`src/hdl/lcs_map.svh`:
```
// Register offsets, word fields, reset values and timing counts of the LC scan sequencer
// Behaviour
// - Each timed state lasts one tick more than the count held in the five top bits of its word; aux-wait and end-marker entries do not.
// - On expiry step to the next entry until an entry with the end marker.
// - Cycle end raises a stop flag, then waits for a trigger or restarts at once.
// - First entry 0x0400 waits for an auxiliary clock rising edge.
// - The end-marker entry lasts exactly one fast clock period.
// - Auxiliary, sub clock and oscillator inputs; fast timing from oscillator or sub clock.
// - Excitation entry drives a pulse on the chosen channel for its length.
// - A channel field in each word selects the excited and sampled input.
// - Per-entry bits enable comparator and DAC; settling is 3 us and 2 us.
// - An entry with latch enable captures the comparator result.
// - Two DAC level registers give the comparator hysteresis.
// - Optional comparator inversion swaps the upper and lower DAC levels.
// - Transition flag sets only on metal present/absent changes.
// - Second channel change raises the error flag, first channel change the transition flag.
`ifndef LCS_MAP_SVH
`define LCS_MAP_SVH

`define LCS_NUM_STATES 10
`define LCS_OFS_WORDS 8'h00
`define LCS_OFS_CTRL 8'h40
`define LCS_OFS_DAC_HI 8'h44
`define LCS_OFS_DAC_LO 8'h48
`define LCS_OFS_STATUS 8'h4C

`define LCS_DUR_MSB 15
`define LCS_DUR_LSB 11
`define LCS_AUX_BIT 10
`define LCS_END_BIT 9
`define LCS_DAC_BIT 8
`define LCS_LATCH_BIT 6
`define LCS_CMP_BIT 4
`define LCS_EXC_BIT 3
`define LCS_CH_MSB 1

`define LCS_CTRL_EN 0
`define LCS_CTRL_AUTO 1
`define LCS_CTRL_SUBSEL 2
`define LCS_CTRL_INV 3

`define LCS_ST_STOP 0
`define LCS_ST_TRANS 1
`define LCS_ST_ERR 2
`define LCS_ST_PRESENT 3
`define LCS_ST_BUSY 4
`define LCS_ST_DAC_OK 5
`define LCS_ST_CMP_OK 6

`define LCS_RST_W0 16'h0400
`define LCS_RST_W1 16'h482D
`define LCS_RST_W2 16'h0025
`define LCS_RST_W3 16'h0025
`define LCS_RST_W4 16'h0025
`define LCS_RST_W5 16'h0025
`define LCS_RST_W6 16'hF935
`define LCS_RST_W7 16'h1935
`define LCS_RST_W8 16'h5975
`define LCS_RST_W9 16'h0200
`define LCS_RST_CTRL 4'h0
`define LCS_RST_DAC 12'h000

`define LCS_CLK_NS 10
`define LCS_DAC_SETTLE_NS 2000
`define LCS_CMP_SETTLE_NS 3000

`endif

```
`src/hdl/lcs_pkg.sv`:
```
// Types shared by the LC scan sequencer modules
`default_nettype none
package lcs_pkg;
	typedef logic [15:0] lcs_word_t;
	typedef logic [4:0] lcs_dur_t;
	typedef logic [11:0] lcs_dac_t;
	typedef enum logic [1:0] {
		LCS_IDLE = 2'b01,
		LCS_RUN = 2'b10
	} lcs_state_t;
endpackage : lcs_pkg
`default_nettype wire

```
`src/hdl/lcs_dur_counter.sv`:
```
// Duration down-counter clocked by core_clk and stepped by fast-clock ticks
`default_nettype none
module lcs_dur_counter
	import lcs_pkg::*;
(
	input wire logic core_clk,
	input wire logic reset,
	input wire logic load,
	input wire lcs_dur_t load_val,
	input wire logic tick,
	output logic expired,
	output lcs_dur_t count
);
	lcs_dur_t cnt_q;

	// Field value n gives n+1 ticks; not gated by load, which is derived from expiry
	assign expired = tick && (cnt_q == 5'h00);
	assign count = cnt_q;

	always_ff @(posedge core_clk)
	begin
		if (reset)
			cnt_q <= 5'h00;
		else if (load)
			cnt_q <= load_val;
		else if (tick && cnt_q != 5'h00)
			cnt_q <= cnt_q - 5'h01;
	end

	load_value_a: assert property (@(posedge core_clk) disable iff (reset)
		load |=> cnt_q == $past(load_val)) else $error("duration not loaded");
	count_step_a: assert property (@(posedge core_clk) disable iff (reset)
		(!load && tick && cnt_q != 5'h00) |=> cnt_q == $past(cnt_q) - 5'h01)
		else $error("duration count did not step");
endmodule : lcs_dur_counter
`default_nettype wire

```
`src/hdl/lcs_sequencer.sv`:
```
// LC scan timing and processing sequencer with APB register access
//
// Local design decisions: the placing of the registers and the APB interface to the registers.
`include "lcs_map.svh"
`default_nettype none
module lcs_sequencer
	import lcs_pkg::*;
(
	input wire logic core_clk,
	input wire logic reset,
	input wire logic psel,
	input wire logic penable,
	input wire logic pwrite,
	input wire logic [7:0] paddr,
	input wire logic [31:0] pwdata,
	output logic [31:0] prdata,
	output logic pready,
	output logic pslverr,
	input wire logic aux_clk_in,
	input wire logic system_sub_clock,
	input wire logic scan_osc_clock,
	input wire logic comp_in,
	output logic excite_out,
	output logic [1:0] channel_sel,
	output logic comparator_enable,
	output logic dac_enable,
	output lcs_dac_t dac_level,
	output logic sequence_stop,
	output logic transition_flag,
	output logic input_error_flag
);
	localparam int DAC_CYC = (`LCS_DAC_SETTLE_NS + `LCS_CLK_NS - 1) / `LCS_CLK_NS;
	localparam int CMP_CYC = (`LCS_CMP_SETTLE_NS + `LCS_CLK_NS - 1) / `LCS_CLK_NS;
	localparam lcs_word_t RST_WORDS [`LCS_NUM_STATES] = '{`LCS_RST_W0, `LCS_RST_W1,
		`LCS_RST_W2, `LCS_RST_W3, `LCS_RST_W4, `LCS_RST_W5, `LCS_RST_W6,
		`LCS_RST_W7, `LCS_RST_W8, `LCS_RST_W9};

	lcs_word_t sequencer_state_regs [`LCS_NUM_STATES];
	logic [3:0] ctrl_q;
	lcs_dac_t dac_hi_q;
	lcs_dac_t dac_lo_q;
	lcs_state_t st_q;
	logic [3:0] idx_q;
	logic aux_prev_q;
	logic sub_prev_q;
	logic osc_prev_q;
	logic stop_q;
	logic trans_q;
	logic err_q;
	logic present_q;
	logic [1:0] result_q;
	logic [1:0] prev_q;
	logic excite_q;
	logic [1:0] chan_q;
	logic cmp_en_q;
	logic dac_en_q;
	lcs_dac_t dac_level_q;
	logic [8:0] settle_q;
	logic dac_ok_q;
	logic cmp_ok_q;
	logic [31:0] prdata_q;

	// APB decode, zero wait states
	wire setup = psel && !penable;
	wire access = psel && penable;
	wire [3:0] word_idx = paddr[5:2];
	wire hit_words = (paddr[7:6] == 2'(`LCS_OFS_WORDS >> 6)) &&
		(word_idx < 4'(`LCS_NUM_STATES)) && (paddr[1:0] == 2'h0);
	wire hit_ctrl = paddr == `LCS_OFS_CTRL;
	wire hit_hi = paddr == `LCS_OFS_DAC_HI;
	wire hit_lo = paddr == `LCS_OFS_DAC_LO;
	wire hit_stat = paddr == `LCS_OFS_STATUS;
	wire hit = hit_words || hit_ctrl || hit_hi || hit_lo || hit_stat;
	wire wr = access && pwrite && hit;
	wire clr_stop = wr && hit_stat && pwdata[`LCS_ST_STOP];
	wire clr_trans = wr && hit_stat && pwdata[`LCS_ST_TRANS];
	wire clr_err = wr && hit_stat && pwdata[`LCS_ST_ERR];

	wire ctl_en = ctrl_q[`LCS_CTRL_EN];
	wire ctl_auto = ctrl_q[`LCS_CTRL_AUTO];
	wire ctl_sub = ctrl_q[`LCS_CTRL_SUBSEL];
	wire ctl_inv = ctrl_q[`LCS_CTRL_INV];

	wire [31:0] status_word = {16'h0000, 4'h0, idx_q, 1'b0, cmp_ok_q, dac_ok_q,
		st_q == LCS_RUN, present_q, err_q, trans_q, stop_q};
	wire lcs_word_t rd_word = hit_words ? sequencer_state_regs[word_idx] : 16'h0000;
	wire [31:0] rd_data = hit_words ? {16'h0000, rd_word} :
		hit_ctrl ? {28'h0000000, ctrl_q} :
		hit_hi ? {20'h00000, dac_hi_q} :
		hit_lo ? {20'h00000, dac_lo_q} :
		hit_stat ? status_word : 32'h00000000;

	assign pready = access;
	assign pslverr = access && !hit;
	assign prdata = prdata_q;

	// Inputs are synchronous; rising edges become single-cycle ticks
	wire aux_rise = aux_clk_in && !aux_prev_q;
	wire sub_rise = system_sub_clock && !sub_prev_q;
	wire osc_rise = scan_osc_clock && !osc_prev_q;
	wire scan_fast_clock = ctl_sub ? sub_rise : osc_rise;

	// Sequencer step decisions
	wire lcs_word_t cur_word = sequencer_state_regs[idx_q];
	wire running = st_q == LCS_RUN;
	wire cur_aux = cur_word[`LCS_AUX_BIT];
	wire sequence_end_marker = cur_word[`LCS_END_BIT];
	wire expired;
	wire lcs_dur_t dur_count;
	wire step_done = running && (cur_aux ? aux_rise : expired);
	// A last entry with no marker still ends the cycle, so the index never runs off
	wire final_step = step_done &&
		(sequence_end_marker || idx_q == 4'(`LCS_NUM_STATES - 1));
	wire start = (st_q == LCS_IDLE) && ctl_en && aux_rise;
	wire restart = final_step && ctl_auto && ctl_en;
	wire advance = step_done && !final_step;
	wire [3:0] nxt_idx = (start || restart) ? 4'h0 : idx_q + 4'h1;
	wire lcs_word_t nxt_word = sequencer_state_regs[nxt_idx];
	wire load = start || restart || advance;
	// End-marker entries run for one tick regardless of duration field
	wire lcs_dur_t load_val = nxt_word[`LCS_END_BIT] ? 5'h00 :
		nxt_word[`LCS_DUR_MSB:`LCS_DUR_LSB];
	wire latch_now = step_done && cur_word[`LCS_LATCH_BIT];
	wire comp_val = comp_in ^ ctl_inv;
	wire ch_change = final_step && (result_q[0] != prev_q[0]);
	wire err_change = final_step && (result_q[1] != prev_q[1]);
	// Hysteresis: inversion swaps which level serves which state
	wire lcs_dac_t dac_sel = (present_q ^ ctl_inv) ? dac_lo_q : dac_hi_q;

	lcs_dur_counter u_dur (
		.core_clk(core_clk),
		.reset(reset),
		.load(load),
		.load_val(load_val),
		.tick(scan_fast_clock),
		.expired(expired),
		.count(dur_count)
	);

	genvar g;
	generate
		for (g = 0; g < `LCS_NUM_STATES; g++)
		begin : g_word
			always_ff @(posedge core_clk)
			begin
				if (reset)
					sequencer_state_regs[g] <= RST_WORDS[g];
				else if (wr && hit_words && word_idx == 4'(g))
					sequencer_state_regs[g] <= pwdata[15:0];
			end
		end
	endgenerate

	always_ff @(posedge core_clk)
	begin
		if (reset)
		begin
			ctrl_q <= `LCS_RST_CTRL;
			dac_hi_q <= `LCS_RST_DAC;
			dac_lo_q <= `LCS_RST_DAC;
			prdata_q <= 32'h00000000;
		end
		else
		begin
			if (wr && hit_ctrl)
				ctrl_q <= pwdata[3:0];
			if (wr && hit_hi)
				dac_hi_q <= pwdata[11:0];
			if (wr && hit_lo)
				dac_lo_q <= pwdata[11:0];
			if (setup)
				prdata_q <= rd_data;
		end
	end

	// Tracks pin levels through reset too, so release brings no false edge
	always_ff @(posedge core_clk)
	begin
		aux_prev_q <= aux_clk_in;
		sub_prev_q <= system_sub_clock;
		osc_prev_q <= scan_osc_clock;
	end

	// Timing sequencer state and index
	always_ff @(posedge core_clk)
	begin
		if (reset)
		begin
			st_q <= LCS_IDLE;
			idx_q <= 4'h0;
		end
		else
		begin
			case (st_q)
				LCS_IDLE:
					if (start)
					begin
						st_q <= LCS_RUN;
						idx_q <= 4'h0;
					end
				LCS_RUN:
					if (!ctl_en)
					begin
						st_q <= LCS_IDLE;
						idx_q <= 4'h0;
					end
					else if (final_step)
					begin
						st_q <= restart ? LCS_RUN : LCS_IDLE;
						idx_q <= 4'h0;
					end
					else if (advance)
						idx_q <= nxt_idx;
				default:
				begin
					st_q <= LCS_IDLE;
					idx_q <= 4'h0;
				end
			endcase
		end
	end

	// Front-end drive, registered from the active entry; DAC level from the hysteresis select
	always_ff @(posedge core_clk)
	begin
		if (reset)
		begin
			excite_q <= 1'b0;
			chan_q <= 2'h0;
			cmp_en_q <= 1'b0;
			dac_en_q <= 1'b0;
			dac_level_q <= `LCS_RST_DAC;
		end
		else
		begin
			excite_q <= running && cur_word[`LCS_EXC_BIT];
			chan_q <= running ? cur_word[`LCS_CH_MSB:0] : 2'h0;
			cmp_en_q <= running && cur_word[`LCS_CMP_BIT];
			dac_en_q <= running && cur_word[`LCS_DAC_BIT];
			dac_level_q <= dac_sel;
		end
	end

	// Settling check: counts while both analog parts are on
	always_ff @(posedge core_clk)
	begin
		if (reset)
		begin
			settle_q <= 9'h000;
			dac_ok_q <= 1'b0;
			cmp_ok_q <= 1'b0;
		end
		else
		begin
			if (!(cmp_en_q && dac_en_q))
				settle_q <= 9'h000;
			else if (settle_q != 9'h1FF)
				settle_q <= settle_q + 9'h001;
			if (latch_now)
			begin
				dac_ok_q <= settle_q >= 9'(DAC_CYC);
				cmp_ok_q <= settle_q >= 9'(CMP_CYC);
			end
		end
	end

	// Processing sequencer: latches, change detection and sticky flags
	always_ff @(posedge core_clk)
	begin
		if (reset)
		begin
			result_q <= 2'h0;
			prev_q <= 2'h0;
			present_q <= 1'b0;
			stop_q <= 1'b0;
			trans_q <= 1'b0;
			err_q <= 1'b0;
		end
		else
		begin
			if (latch_now)
				result_q[cur_word[0]] <= comp_val;
			if (final_step)
			begin
				prev_q <= result_q;
				present_q <= result_q[0];
			end
			// Hardware set beats a simultaneous software clear
			stop_q <= final_step || (stop_q && !clr_stop);
			trans_q <= ch_change || (trans_q && !clr_trans);
			err_q <= err_change || (err_q && !clr_err);
		end
	end

	assign excite_out = excite_q;
	assign channel_sel = chan_q;
	assign comparator_enable = cmp_en_q;
	assign dac_enable = dac_en_q;
	assign dac_level = dac_level_q;
	assign sequence_stop = stop_q;
	assign transition_flag = trans_q;
	assign input_error_flag = err_q;

	aux_wait_a: assert property (@(posedge core_clk) disable iff (reset)
		(running && ctl_en && cur_aux && !aux_rise) |=> idx_q == $past(idx_q))
		else $error("sync entry left without auxiliary edge");
	advance_step_a: assert property (@(posedge core_clk) disable iff (reset)
		(ctl_en && advance) |=> idx_q == $past(idx_q) + 4'h1)
		else $error("index did not advance after expiry");
	end_marker_a: assert property (@(posedge core_clk) disable iff (reset)
		(running && !cur_aux && sequence_end_marker) |->
		(dur_count == 5'h00) && (final_step == scan_fast_clock))
		else $error("end entry exceeded one fast period");
	cycle_end_a: assert property (@(posedge core_clk) disable iff (reset)
		(ctl_en && final_step) |=> (idx_q == 4'h0) && stop_q)
		else $error("cycle end did not rewind or flag stop");
	restart_mode_a: assert property (@(posedge core_clk) disable iff (reset)
		(ctl_en && final_step) |=> (st_q == LCS_RUN) == $past(ctl_auto))
		else $error("restart choice wrong after cycle end");
	excite_drive_a: assert property (@(posedge core_clk) disable iff (reset)
		(running && cur_word[`LCS_EXC_BIT]) |=> excite_out && channel_sel ==
		$past(cur_word[`LCS_CH_MSB:0])) else $error("excitation not driven");
	latch_capture_a: assert property (@(posedge core_clk) disable iff (reset)
		(latch_now && !cur_word[0]) |=> result_q[0] == $past(comp_in ^ ctl_inv))
		else $error("comparator result not latched");
	trans_flag_a: assert property (@(posedge core_clk) disable iff (reset)
		$rose(trans_q) |-> $past(ch_change))
		else $error("transition flag set without change");
	error_flag_a: assert property (@(posedge core_clk) disable iff (reset)
		err_change |=> err_q) else $error("second channel change missed");
	dac_swap_a: assert property (@(posedge core_clk) disable iff (reset)
		(ctl_inv && present_q && $stable(ctrl_q)) |=> dac_level == $past(dac_hi_q))
		else $error("inverted level selection wrong");
endmodule : lcs_sequencer
`default_nettype wire
```
`config.mk`:
```
export PLATFORM = sky130hd
export DESIGN_NAME = lcs_sequencer
export DESIGN_NICKNAME = d
export VERILOG_FILES = /design/src/hdl/lcs_pkg.sv /design/src/hdl/lcs_dur_counter.sv /design/src/hdl/lcs_sequencer.sv
export VERILOG_INCLUDE_DIRS = /design/src /design/src/hdl
export SDC_FILE = /design/constraint.sdc
export NUM_CORES = 1
export LEC_CHECK = 0
export BUFFER_PORTS_ARGS = -buffer_cell sky130_fd_sc_hd__clkbuf_2
export CORE_MARGIN = 5
export CORE_UTILIZATION = 50
export CTS_CLUSTER_SIZE = 40
export DETAILED_ROUTE_END_ITERATION = 12
export GPL_TIMING_DRIVEN = 0
export PLACE_DENSITY = 0.81
export SETUP_SLACK_MARGIN = 0.2
export SLEW_MARGIN = 15
export SYNTH_ARGS = -nofsm -noshare
export SYNTH_HDL_FRONTEND = slang
export SYNTH_SLANG_ARGS = --single-unit
```
`constraint.sdc`:
```
create_clock -name core_clk -period 3.3 [get_ports core_clk]
set_input_delay 0.495 -clock core_clk [delete_from_list [all_inputs] [get_ports core_clk]]
set_output_delay 0.495 -clock core_clk [all_outputs]
set_load 0.02 [all_outputs]
```
==> impl_metrics.csv, run 1 <==
group,metric,value,unit
sta,rsz0062_at_grt,"yes",
global_routing,grt_remaining_overflow,0,
place,place_inst,1568,
cells_and_area,n_fill_cell,2005,
place,hpwl,27800,um
sta,min_period,3380,ps
worst_setup_path,cp.required,3580,ps
sta,fin_crit_sh,1.03,
clocking,cts_buffers,28,
sta,setup_viol,12,
floorplanning,dieHeight,171,um
run_status,outcome,"complete, but fails checks",
drt,dr.first_iter.drc_count,1448,
yosys,async_flop_share,0,
worst_setup_path,arrival,3660,ps
worst_hold_path,worstHoldPathType,"in -> reg",
drt,vias,10052,
sta,tightestPinTransition,1210,ps
drt,routedWlPerCell,23.9,um
floorplanning,die_area,0.0291,mm2
floorplanning,core,0.0253,mm2
place,dpl_cell_area,0.0139,mm2
clocking,cts_tree,"done",
sta,worst_slack,-83.0,ps
floorplanning,rows,58,
sta,max_freq,296,MHz
global_routing,grt_pass1_vias,9949,
worst_setup_path,worstPathMaxFanout,10,
clocking,clk_latency,560,ps
drt,final_antenna_net_count,0,
yosys,syn_inst,1149,
global_routing,grt_use_total,0.262,
yosys,ys_seq_area_frac,0.523,
worst_setup_path,critical_path_class,"in -> reg",
yosys,syn_area,0.0129,mm2
drt,vias_per_cell,6.20,
sta,hold_viol,0,
global_routing,grt_start_max_net_pins,17,
cells_and_area,area_growth,15.9,%
clocking,htree_levels,1,
drt,dr.pass1.iters,6,
clocking,holdBufCountCts,0,
clocking,clk_path_buf_depth,3,
sta,final.setup_skew,17.4,ps
run_status,violations,"setup timing",
place,gp_congestion,0.979,
yosys,avgSynthCellArea,11.2,um2
pwr,ir_drop,0.378,mV
floorplanning,top_level_ports,103,
yosys,synth_seq_cells,257,
yosys,synth.distinct_cells,62,
pwr,p_per_area,511,mW/mm2
pwr,p_leak,5.23,nW
cells_and_area,stdcell_count,1620,
cells_and_area,design_area,0.0149,mm2
floorplanning,initial_utilization,0.510,
cells_and_area,finalNetCount,1326,
sta,slew_violations,0,
sta,slew_headroom,0.184,
worst_setup_path,end_kind,"flop",
yosys,synth_ff_type,"edfxtp_1",
place,port_buffers,65,
global_routing,grt_pass1_wl,58400,um
global_routing,antenna_found_initial,1,
run,drv_cap,0,
floorplanning,fp.dieW,171,um
drt,drt_wl_total,38800,um
worst_setup_path,crit_path_start_kind,"input pin",
yosys,synth_warnings,0,
drt,drc,0,
yosys,synth-edff-count,160,
clocking,clkSlewWorstSetupHoldPaths,60,ps
cells_and_area,drive_gt1_frac,0.184,
clocking,cts.sink_count,257,
cells_and_area,diodes,0,
clocking,cts_root_buf,"clkbuf_16",
## cells in the mapped netlist, types with 27 or more instances
cell / number / area [um2]
nor2_1: 59 / 221
and2_1: 116 / 726
a21oi_1: 79 / 395
o21ai_0: 27 / 135
mux2i_1: 42 / 420
nor2b_1: 37 / 231
nand2b_1: 37 / 231
clkbuf_1: 67 / 251
a211oi_1: 31 / 233
dfxtp_1: 97 / 1940
mux4_2: 55 / 1240
nand2_1: 117 / 439
edfxtp_1: 160 / 4800
## layer usage
metal / vias to the layer above / wire length, um / track usage
li1: 4402 / - / -
met1: 4803 / 13800 / 0.342
met2: 714 / 18100 / 0.428
met3: 131 / 4940 / 0.0524
met4: 2 / 1850 / 0.112
met5: - / 15 / 0
## stage by stage
step	worst slack (ps)	setup TNS (ps)	util	power, W	hold slack (ps)
floorplan	48.6	0	-	0.00412	442
global placement	-1690	-247260	0.542	0.00433	460
detailed placement	-669	-46120	0.549	0.00438	468
CTS	76.9	0	0.589	0.00758	54.5
global route	-153	-2330	0.591	0.00783	59.5
finish	-83.0	-304	0.591	0.00763	56.6
## registers in the layout, indices dropped and copies added (netlist names), 4 cells and up, named ones only
register	flops
idx_q	4
ctrl_q	4
dac_lo_q	12
dac_level	12
settle_q	9
u_dur.count	5
dac_hi_q	12
sequencer_state_regs	160
prdata	16
## worst max-delay path, stage by stage
cell and delay, ps:
clkbuf_1 290, buf_2 430, buf_2 420, nand2_1 330, nor3_1 1060, clkbuf_1 470, nand2b_1 140
## power breakdown
| part | switching, W | total [W] | internal (W) |
|---|---|---|---|
| logic | 0.000448 | 0.000733 | 0.000285 |
| registers | 0.0000814 | 0.00362 | 0.00354 |
| clock network | 0.00131 | 0.00328 | 0.00197 |
## worst paths after layout
check        cells past startpoint  slack, ps                        from                    endpoint
min reg2reg                      2        480                 dac_lo_q[2]                 dac_lo_q[2]
max reg2reg                      8        320  sequencer_state_regs[0][9]              u_dur.count[0]
max                              7        -80                    paddr[2]  sequencer_state_regs[7][0]
min                              1         60              scan_osc_clock                  osc_prev_q
## area by class of cell
class / count / area (um2) / area share
Sequential cell: 257 / 6750 / 0.452
Multi-Input combinational cell: 794 / 5830 / 0.390
Clock buffer: 41 / 832 / 0.0557
Buffer: 103 / 494 / 0.0331
Timing Repair Buffer: 74 / 445 / 0.0298
Tap cell: 330 / 413 / 0.0276
Clock inverter: 11 / 138 / 0.00922
Inverter: 10 / 37.5 / 0.00251
## timing repair
action / 4_1_cts / 5_1_grt
resized for setup: 7 / 16
pin swaps: 0 / 1
buffers inserted: 0 / 0
gates cloned: 0 / 0
setup endpoints to repair: 65 / 98
## logic make-up (layout without fill, tap and decap cells)
| kind of cell | count (synthesis) | after routing | share of synthesized area |
|---|---|---|---|
| adder cells (fa/ha/maj) | 9 | 9 | 0.00874 |
| AO/OA/AOI/OAI | 201 | 201 | 0.101 |
| multiplexers | 102 | 102 | 0.133 |
| XOR/XNOR | 14 | 14 | 0.00951 |
| other | 1 | 16 | 0.000291 |
| buffers and inverters | 113 | 239 | 0.0404 |
| AND/OR/NAND/NOR | 452 | 452 | 0.183 |
| flip-flops | 257 | 257 | 0.523 |
## layout by cell type (no fill, tap or decap), types with 37 or more instances in the layout
master / n
edfxtp_1: 160
nand2_1: 117
and2_1: 116
dfxtp_1: 97
a21oi_1: 79
clkbuf_2: 70
clkbuf_1: 68
nor2_1: 57
mux4_2: 55
mux2i_1: 41
nand2b_1: 37
nor2b_1: 37
Note: power is estimated with default switching activity, not from simulation.
==> run 2: changes to the inputs <==
Settings changed: HOLD_SLACK_MARGIN set to 0.15.
==> run 2 against run 1 <==
The flow still finishes with violations (setup timing). Register-to-register slack is essentially flat. Worst setup slack better by 5.4 ps. Via count rose by 1.2%. Wire length up 0.16%. Sequential power barely moved. First-iteration DRC count is 4.1% higher. Non-clock buffer count up 3. Power is essentially flat. Combinational power about the same. Critical path type unchanged. Highest routed layer is now met4.
==> impl_metrics.csv, run 2 (synthesis gave the netlist of run 1 again) <==
group,metric,value,unit
run_status,outcome,"complete, but fails checks",
run_status,violations,"setup timing",
global_routing,grt_remaining_overflow,0,
worst_hold_path,holdPathStages,3,
worst_setup_path,end_kind,"flop",
sta,slew_violations,0,
place,dpl_cell_area,0.0139,mm2
cells_and_area,area_growth,16.1,%
pwr,p_per_area,510,mW/mm2
drt,drt_wl_total,38900,um
drt,final_antenna_net_count,0,
floorplanning,die_area,0.0291,mm2
cells_and_area,design_area,0.0150,mm2
worst_hold_path,worstHoldPathType,"in -> reg",
floorplanning,initial_utilization,0.510,
sta,worst_slack,-77.7,ps
sta,tightestPinTransition,1200,ps
cells_and_area,drive_gt1_frac,0.183,
place,hpwl,27800,um
clocking,cts.sink_count,257,
pwr,total_power,0.00764,W
sta,slew_headroom,0.193,
pwr,ir_drop,0.372,mV
cells_and_area,n_fill_cell,2002,
drt,drc,0,
clocking,cts_tree,"done",
global_routing,grt_use_total,0.262,
pwr,p_leak,5.24,nW
cells_and_area,finalNetCount,1329,
sta,min_period,3380,ps
place,dp_worst_setup_slack,-669,ps
worst_setup_path,critical_path_class,"in -> reg",
floorplanning,rows,58,
cells_and_area,final_util,0.593,
run,drv_cap,0,
worst_setup_path,worstPathMaxFanout,10,
worst_setup_path,cp.required,3570,ps
drt,routedWlPerCell,23.9,um
clocking,cts_buffers,28,
sta,rsz0062_at_grt,"yes",
floorplanning,top_level_ports,103,
worst_setup_path,arrival,3650,ps
global_routing,grt_start_max_net_pins,17,
drt,dr.pass1.iters,6,
sta,max_freq,296,MHz
place,gp_congestion,0.979,
global_routing,grt_pass1_wl,58400,um
cells_and_area,largest_reg_flops,160,
clocking,post_cts_buffers,0,
sta,whs,223,ps
clocking,htree_levels,1,
clocking,cts_root_buf,"clkbuf_16",
worst_setup_path,crit_path_start_kind,"input pin",
drt,vias,10171,
global_routing,grt_pass1_vias,9958,
sta,setup_viol,18,
sta,final.setup_skew,16.5,ps
sta,hold_viol,0,
floorplanning,dieHeight,171,um
cells_and_area,regMostFlops,"sequencer_state_regs",
cells_and_area,final_common_cell,"edfxtp_1",
clocking,clk_path_buf_depth,3,
cells_and_area,final_cell_mix,"edfxtp_1, nand2_1, and2_1",
worst_setup_path,reg2reg_depth,8,
floorplanning,core,0.0253,mm2
sta,fin_crit_sh,1.02,
floorplanning,fp.dieW,171,um
drt,vias_per_cell,6.26,
place,port_buffers,65,
clocking,clkSlewWorstSetupHoldPaths,60,ps
drt,dr.first_iter.drc_count,1508,
global_routing,antenna_found_initial,1,
clocking,clk_latency,560,ps
run 2: critical path, stage by stage:
cell and delay [ps]:
clkbuf_1 290, buf_2 430, buf_2 430, nand2_1 330
nor3_1 1050, clkbuf_1 470, nand2b_1 140
run 2: final cells by class:
class / instances / area, um2 / area share
well taps: 330 / 413 / 0.0276
clock buffers: 41 / 832 / 0.0556
diodes: 1 / 2.50 / 0.000167
multi-input cells: 794 / 5830 / 0.389
repair buffers: 77 / 475 / 0.0318
inverters: 10 / 37.5 / 0.00251
flip-flops and latches: 257 / 6750 / 0.451
clock inverters: 11 / 138 / 0.00920
plain buffers: 103 / 494 / 0.0330
run 2: layer usage:
metal,wire length (um),part of all wire,global-route usage,vias to the layer above
li1,-,-,-,4405
met1,14300,0.37,0.342,4939
met2,18200,0.47,0.428,695
met3,4490,0.12,0.0524,132
met4,1890,0.049,0.112,0
met5,0,0,0,-
run 2: path summary, 6_finish.rpt:
check	slack, ps	from	endpoint
worst min register to register	480	dac_hi_q[7]	dac_hi_q[7]
worst min-delay path	220	pwdata[7]	dac_hi_q[7]
worst max-delay path	-80	paddr[2]	sequencer_state_regs[7][0]
worst max register to register	320	sequencer_state_regs[0][9]	u_dur.count[0]
run 2: metrics by stage:
| step | TNS, ps | std cells |
|---|---|---|
| 3_5_place_dp | -46120 | 1568 |
| 4_1_cts | 0 | 1623 |
| 6_report | -648 | 1624 |
| 5_1_grt | -2330 | 1623 |
| 2_1_floorplan | 0 | 1164 |
| 3_3_place_gp | -247260 | 1559 |
run 2: what timing repair did:
item,4_1_cts,5_1_grt
gates resized for setup,7,16
pin swaps,0,1
hold buffers,3,0
hold endpoints to repair,3,0
setup endpoints to repair,65,98
run 2: where the power goes:
part	internal [W]	switching (W)	total [W]
sequential	0.00353	0.0000818	0.00362
combinational	0.000287	0.000448	0.000735
clock	0.00197	0.00131	0.00328
==> run 3: changes to the inputs <==
Settings changed: ABC_AREA set to 1.
==> run 3 against run 2 <==
Die area down 3.3%. Utilization down 1.3 points. Sequential share of layout area rose by 2.6 points. Via count is 9.8% higher. Cell count grew 15%. The run now ends clean.
==> impl_metrics.csv, run 3 <==
group,metric,value,unit
pwr,p_leak,5.48,nW
yosys,synth_mux_area_frac,0,
cells_and_area,stdcell_count,1874,
drt,routedWlPerCell,20.3,um
sta,whs,277,ps
worst_hold_path,worstHoldPathType,"in -> reg",
cells_and_area,drive_gt1_frac,0.129,
drt,vias_per_cell,5.96,
yosys,syn_area,0.0124,mm2
global_routing,antenna_found_initial,0,
sta,slew_headroom,0.417,
clocking,cts_tree,"done",
pwr,ir_drop,0.314,mV
clocking,clk_latency,530,ps
global_routing,grt_use_total,0.259,
sta,hold_viol,0,
clocking,post_cts_buffers,0,
global_routing,grt_pass1_vias,10596,
worst_setup_path,cp.required,3670,ps
yosys,synth.distinct_cells,50,
clocking,htree_levels,1,
run,drv_cap,0,
floorplanning,dieHeight,168,um
sta,rsz0062_at_grt,"no",
clocking,cts.sink_count,257,
worst_hold_path,hold-path-endpoint,"dac_lo_q[0]",
sta,fin_crit_sh,0.896,
worst_setup_path,reg2reg_to,"u_dur.count[0]",
pwr,p_per_area,515,mW/mm2
cells_and_area,n_fill_cell,2071,
yosys,yosysTopAreaCellShare,0.386,
drt,final_antenna_net_count,0,
place,dpl_cell_area,0.0133,mm2
drt,drc,0,
worst_setup_path,arrival,3330,ps
yosys,synthTopCellsByArea,"edfxtp_1, dfxtp_1, nand2_1",
cells_and_area,diodes,0,
floorplanning,core,0.0244,mm2
clocking,holdBufCountCts,3,
floorplanning,top_level_ports,103,
yosys,synthAdderAreaFrac,0.00906,
worst_setup_path,reg2reg_depth,14,
sta,final.setup_skew,16.1,ps
cells_and_area,regArea,0.00675,mm2
place,place_inst,1826,
sta,max_freq,338,MHz
yosys,async_flop_share,0,
cells_and_area,final_common_cell,"nand2_1",
clocking,cts_root_buf,"clkbuf_16",
yosys,synth_warnings,0,
cells_and_area,design_area,0.0141,mm2
place,gp_congestion,1.02,
worst_setup_path,critical_path_class,"in -> reg",
worst_setup_path,worstPathMaxFanout,10,
cells_and_area,regMostFlops,"sequencer_state_regs",
yosys,syn_inst,1416,
cells_and_area,final_cell_mix,"nand2_1, nor2_1, edfxtp_1",
yosys,synth_seq_cells,257,
worst_setup_path,crit_path_start_kind,"input pin",
yosys,synthSimpleGateAreaFrac,0.195,
cells_and_area,finalNetCount,1590,
drt,drt_wl_total,38000,um
sta,tightestPinTransition,871,ps
clocking,clkSlewWorstSetupHoldPaths,70,ps
run_status,outcome,"complete, no violations",
worst_hold_path,holdPathStages,3,
sta,setup_viol,0,
worst_hold_path,worstHoldStart,"pwdata[0]",
yosys,synth.most_common_cell,"nand2_1",
global_routing,grt_start_max_net_pins,17,
yosys,synthTopCellsByCount,"nand2_1, nor2_1, edfxtp_1, inv_1, o21ai_0",
floorplanning,die_area,0.0281,mm2
yosys,ys_seq_area_frac,0.543,
drt,dr.pass1.iters,7,
yosys,avgSynthCellArea,8.78,um2
clocking,cts_buffers,25,
cells_and_area,area_growth,13.8,%
cells_and_area,largest_reg_flops,160,
global_routing,grt_remaining_overflow,0,
yosys,synth_ff_type,"edfxtp_1",
yosys,synth_top_family_by_area,"simple AND/OR/NAND/NOR gates",
clocking,post_cts_resized,0,
worst_setup_path,end_kind,"flop",
yosys,synth-compound-area-share,0.165,
yosys,synth-edff-count,160,
drt,vias,11170,
yosys,synth_area_leader_cell,"edfxtp_1",
floorplanning,initial_utilization,0.510,
global_routing,grt_pass1_wl,58000,um
floorplanning,fp.dieW,168,um
drt,dr.first_iter.drc_count,1819,
yosys,synth_xor_xnor_area_share,0.00705,
floorplanning,rows,57,
place,port_buffers,70,
worst_setup_path,r2r_slack,620,ps
sta,slew_violations,0,
clocking,clk_path_buf_depth,3,
sta,min_period,2960,ps
cells_and_area,multiInputGateArea,0.00474,mm2
place,hpwl,28200,um
==> run 3: cell types whose count changed after synthesis, sizes merged, moves of 18 or more <==
cell    before  now
mux2i       42    0
o21ai       31  120
nand2      117  233
and2       116    1
mux4        55    0
a22oi        8   42
nand3       18   86
clkinv       0   18
nor2b       38    0
inv         10  137
nor2        59  211
or3         19    0
o22ai        1   34
nand2b      37    0
==> run 3: power by group <==
group | internal [W] | leakage (nW) | switching (W)
registers | 0.00355 | 2.33 | 0.0000810
clock network | 0.00176 | 0.417 | 0.00121
logic | 0.000206 | 2.73 | 0.000482
==> run 3: worst max path at each step <==
stage,startpoint,to,slack (ps),depth (start not counted)
6_report,paddr[2],sequencer_state_regs[4][14],340,10
5_1_grt,paddr[2],sequencer_state_regs[4][14],370,10
4_1_cts,paddr[2],sequencer_state_regs[4][15],490,7
3_5_place_dp,paddr[2],sequencer_state_regs[4][15],-50,7
3_3_place_gp,paddr[1],sequencer_state_regs[5][1],-820,8
2_1_floorplan,paddr[1],sequencer_state_regs[5][0],310,7
==> run 3: through the flow <==
step,total power (W),utilization,setup slack [ps],setup TNS [ps]
after detailed placement,0.00435,0.544,-46.8,-735
after global routing,0.00751,0.580,371,0
after floorplan,0.00411,-,309,0
after CTS,0.00727,0.580,492,0
after global placement,0.00432,0.543,-820,-13120
final,0.00729,0.580,342,0
==> run 3: cells by family (layout without fill, tap and decap cells) <==
kind of cell / count (synthesis) / after routing
buffers and inverters: 240 / 359
AND/OR/NAND/NOR: 558 / 558
other: 1 / 16
flip-flops: 257 / 257
adder cells (fa/ha/maj): 9 / 9
XOR/XNOR: 10 / 10
AO/OA/AOI/OAI: 341 / 341
==> run 3: routing by layer <==
metal,wire length [um],GRT usage,share of wire,vias up
li1,-,-,-,5071
met1,13900,0.324,0.36,5144
met2,17400,0.422,0.46,817
met3,4880,0.0724,0.13,138
met4,1870,0.114,0.049,0
met5,0,0,0,-
==> run 3: layout make-up <==
type	count	area share
clock buffer	35	0.0512
sequential	257	0.477
buffer	85	0.0297
inverter	155	0.0413
multi-input combinational	934	0.335
tap	324	0.0287
clock inverter	10	0.00911
timing repair buffer	74	0.0277
==> run 3: critical path, cell delays in order <==
cell,delay [ps]
clkbuf_2,130
buf_2,210
nor2_1,460
clkbuf_1,630
buf_2,400
nand2_1,120
nor2_1,320
inv_1,190
buf_2,240
nor2_1,120
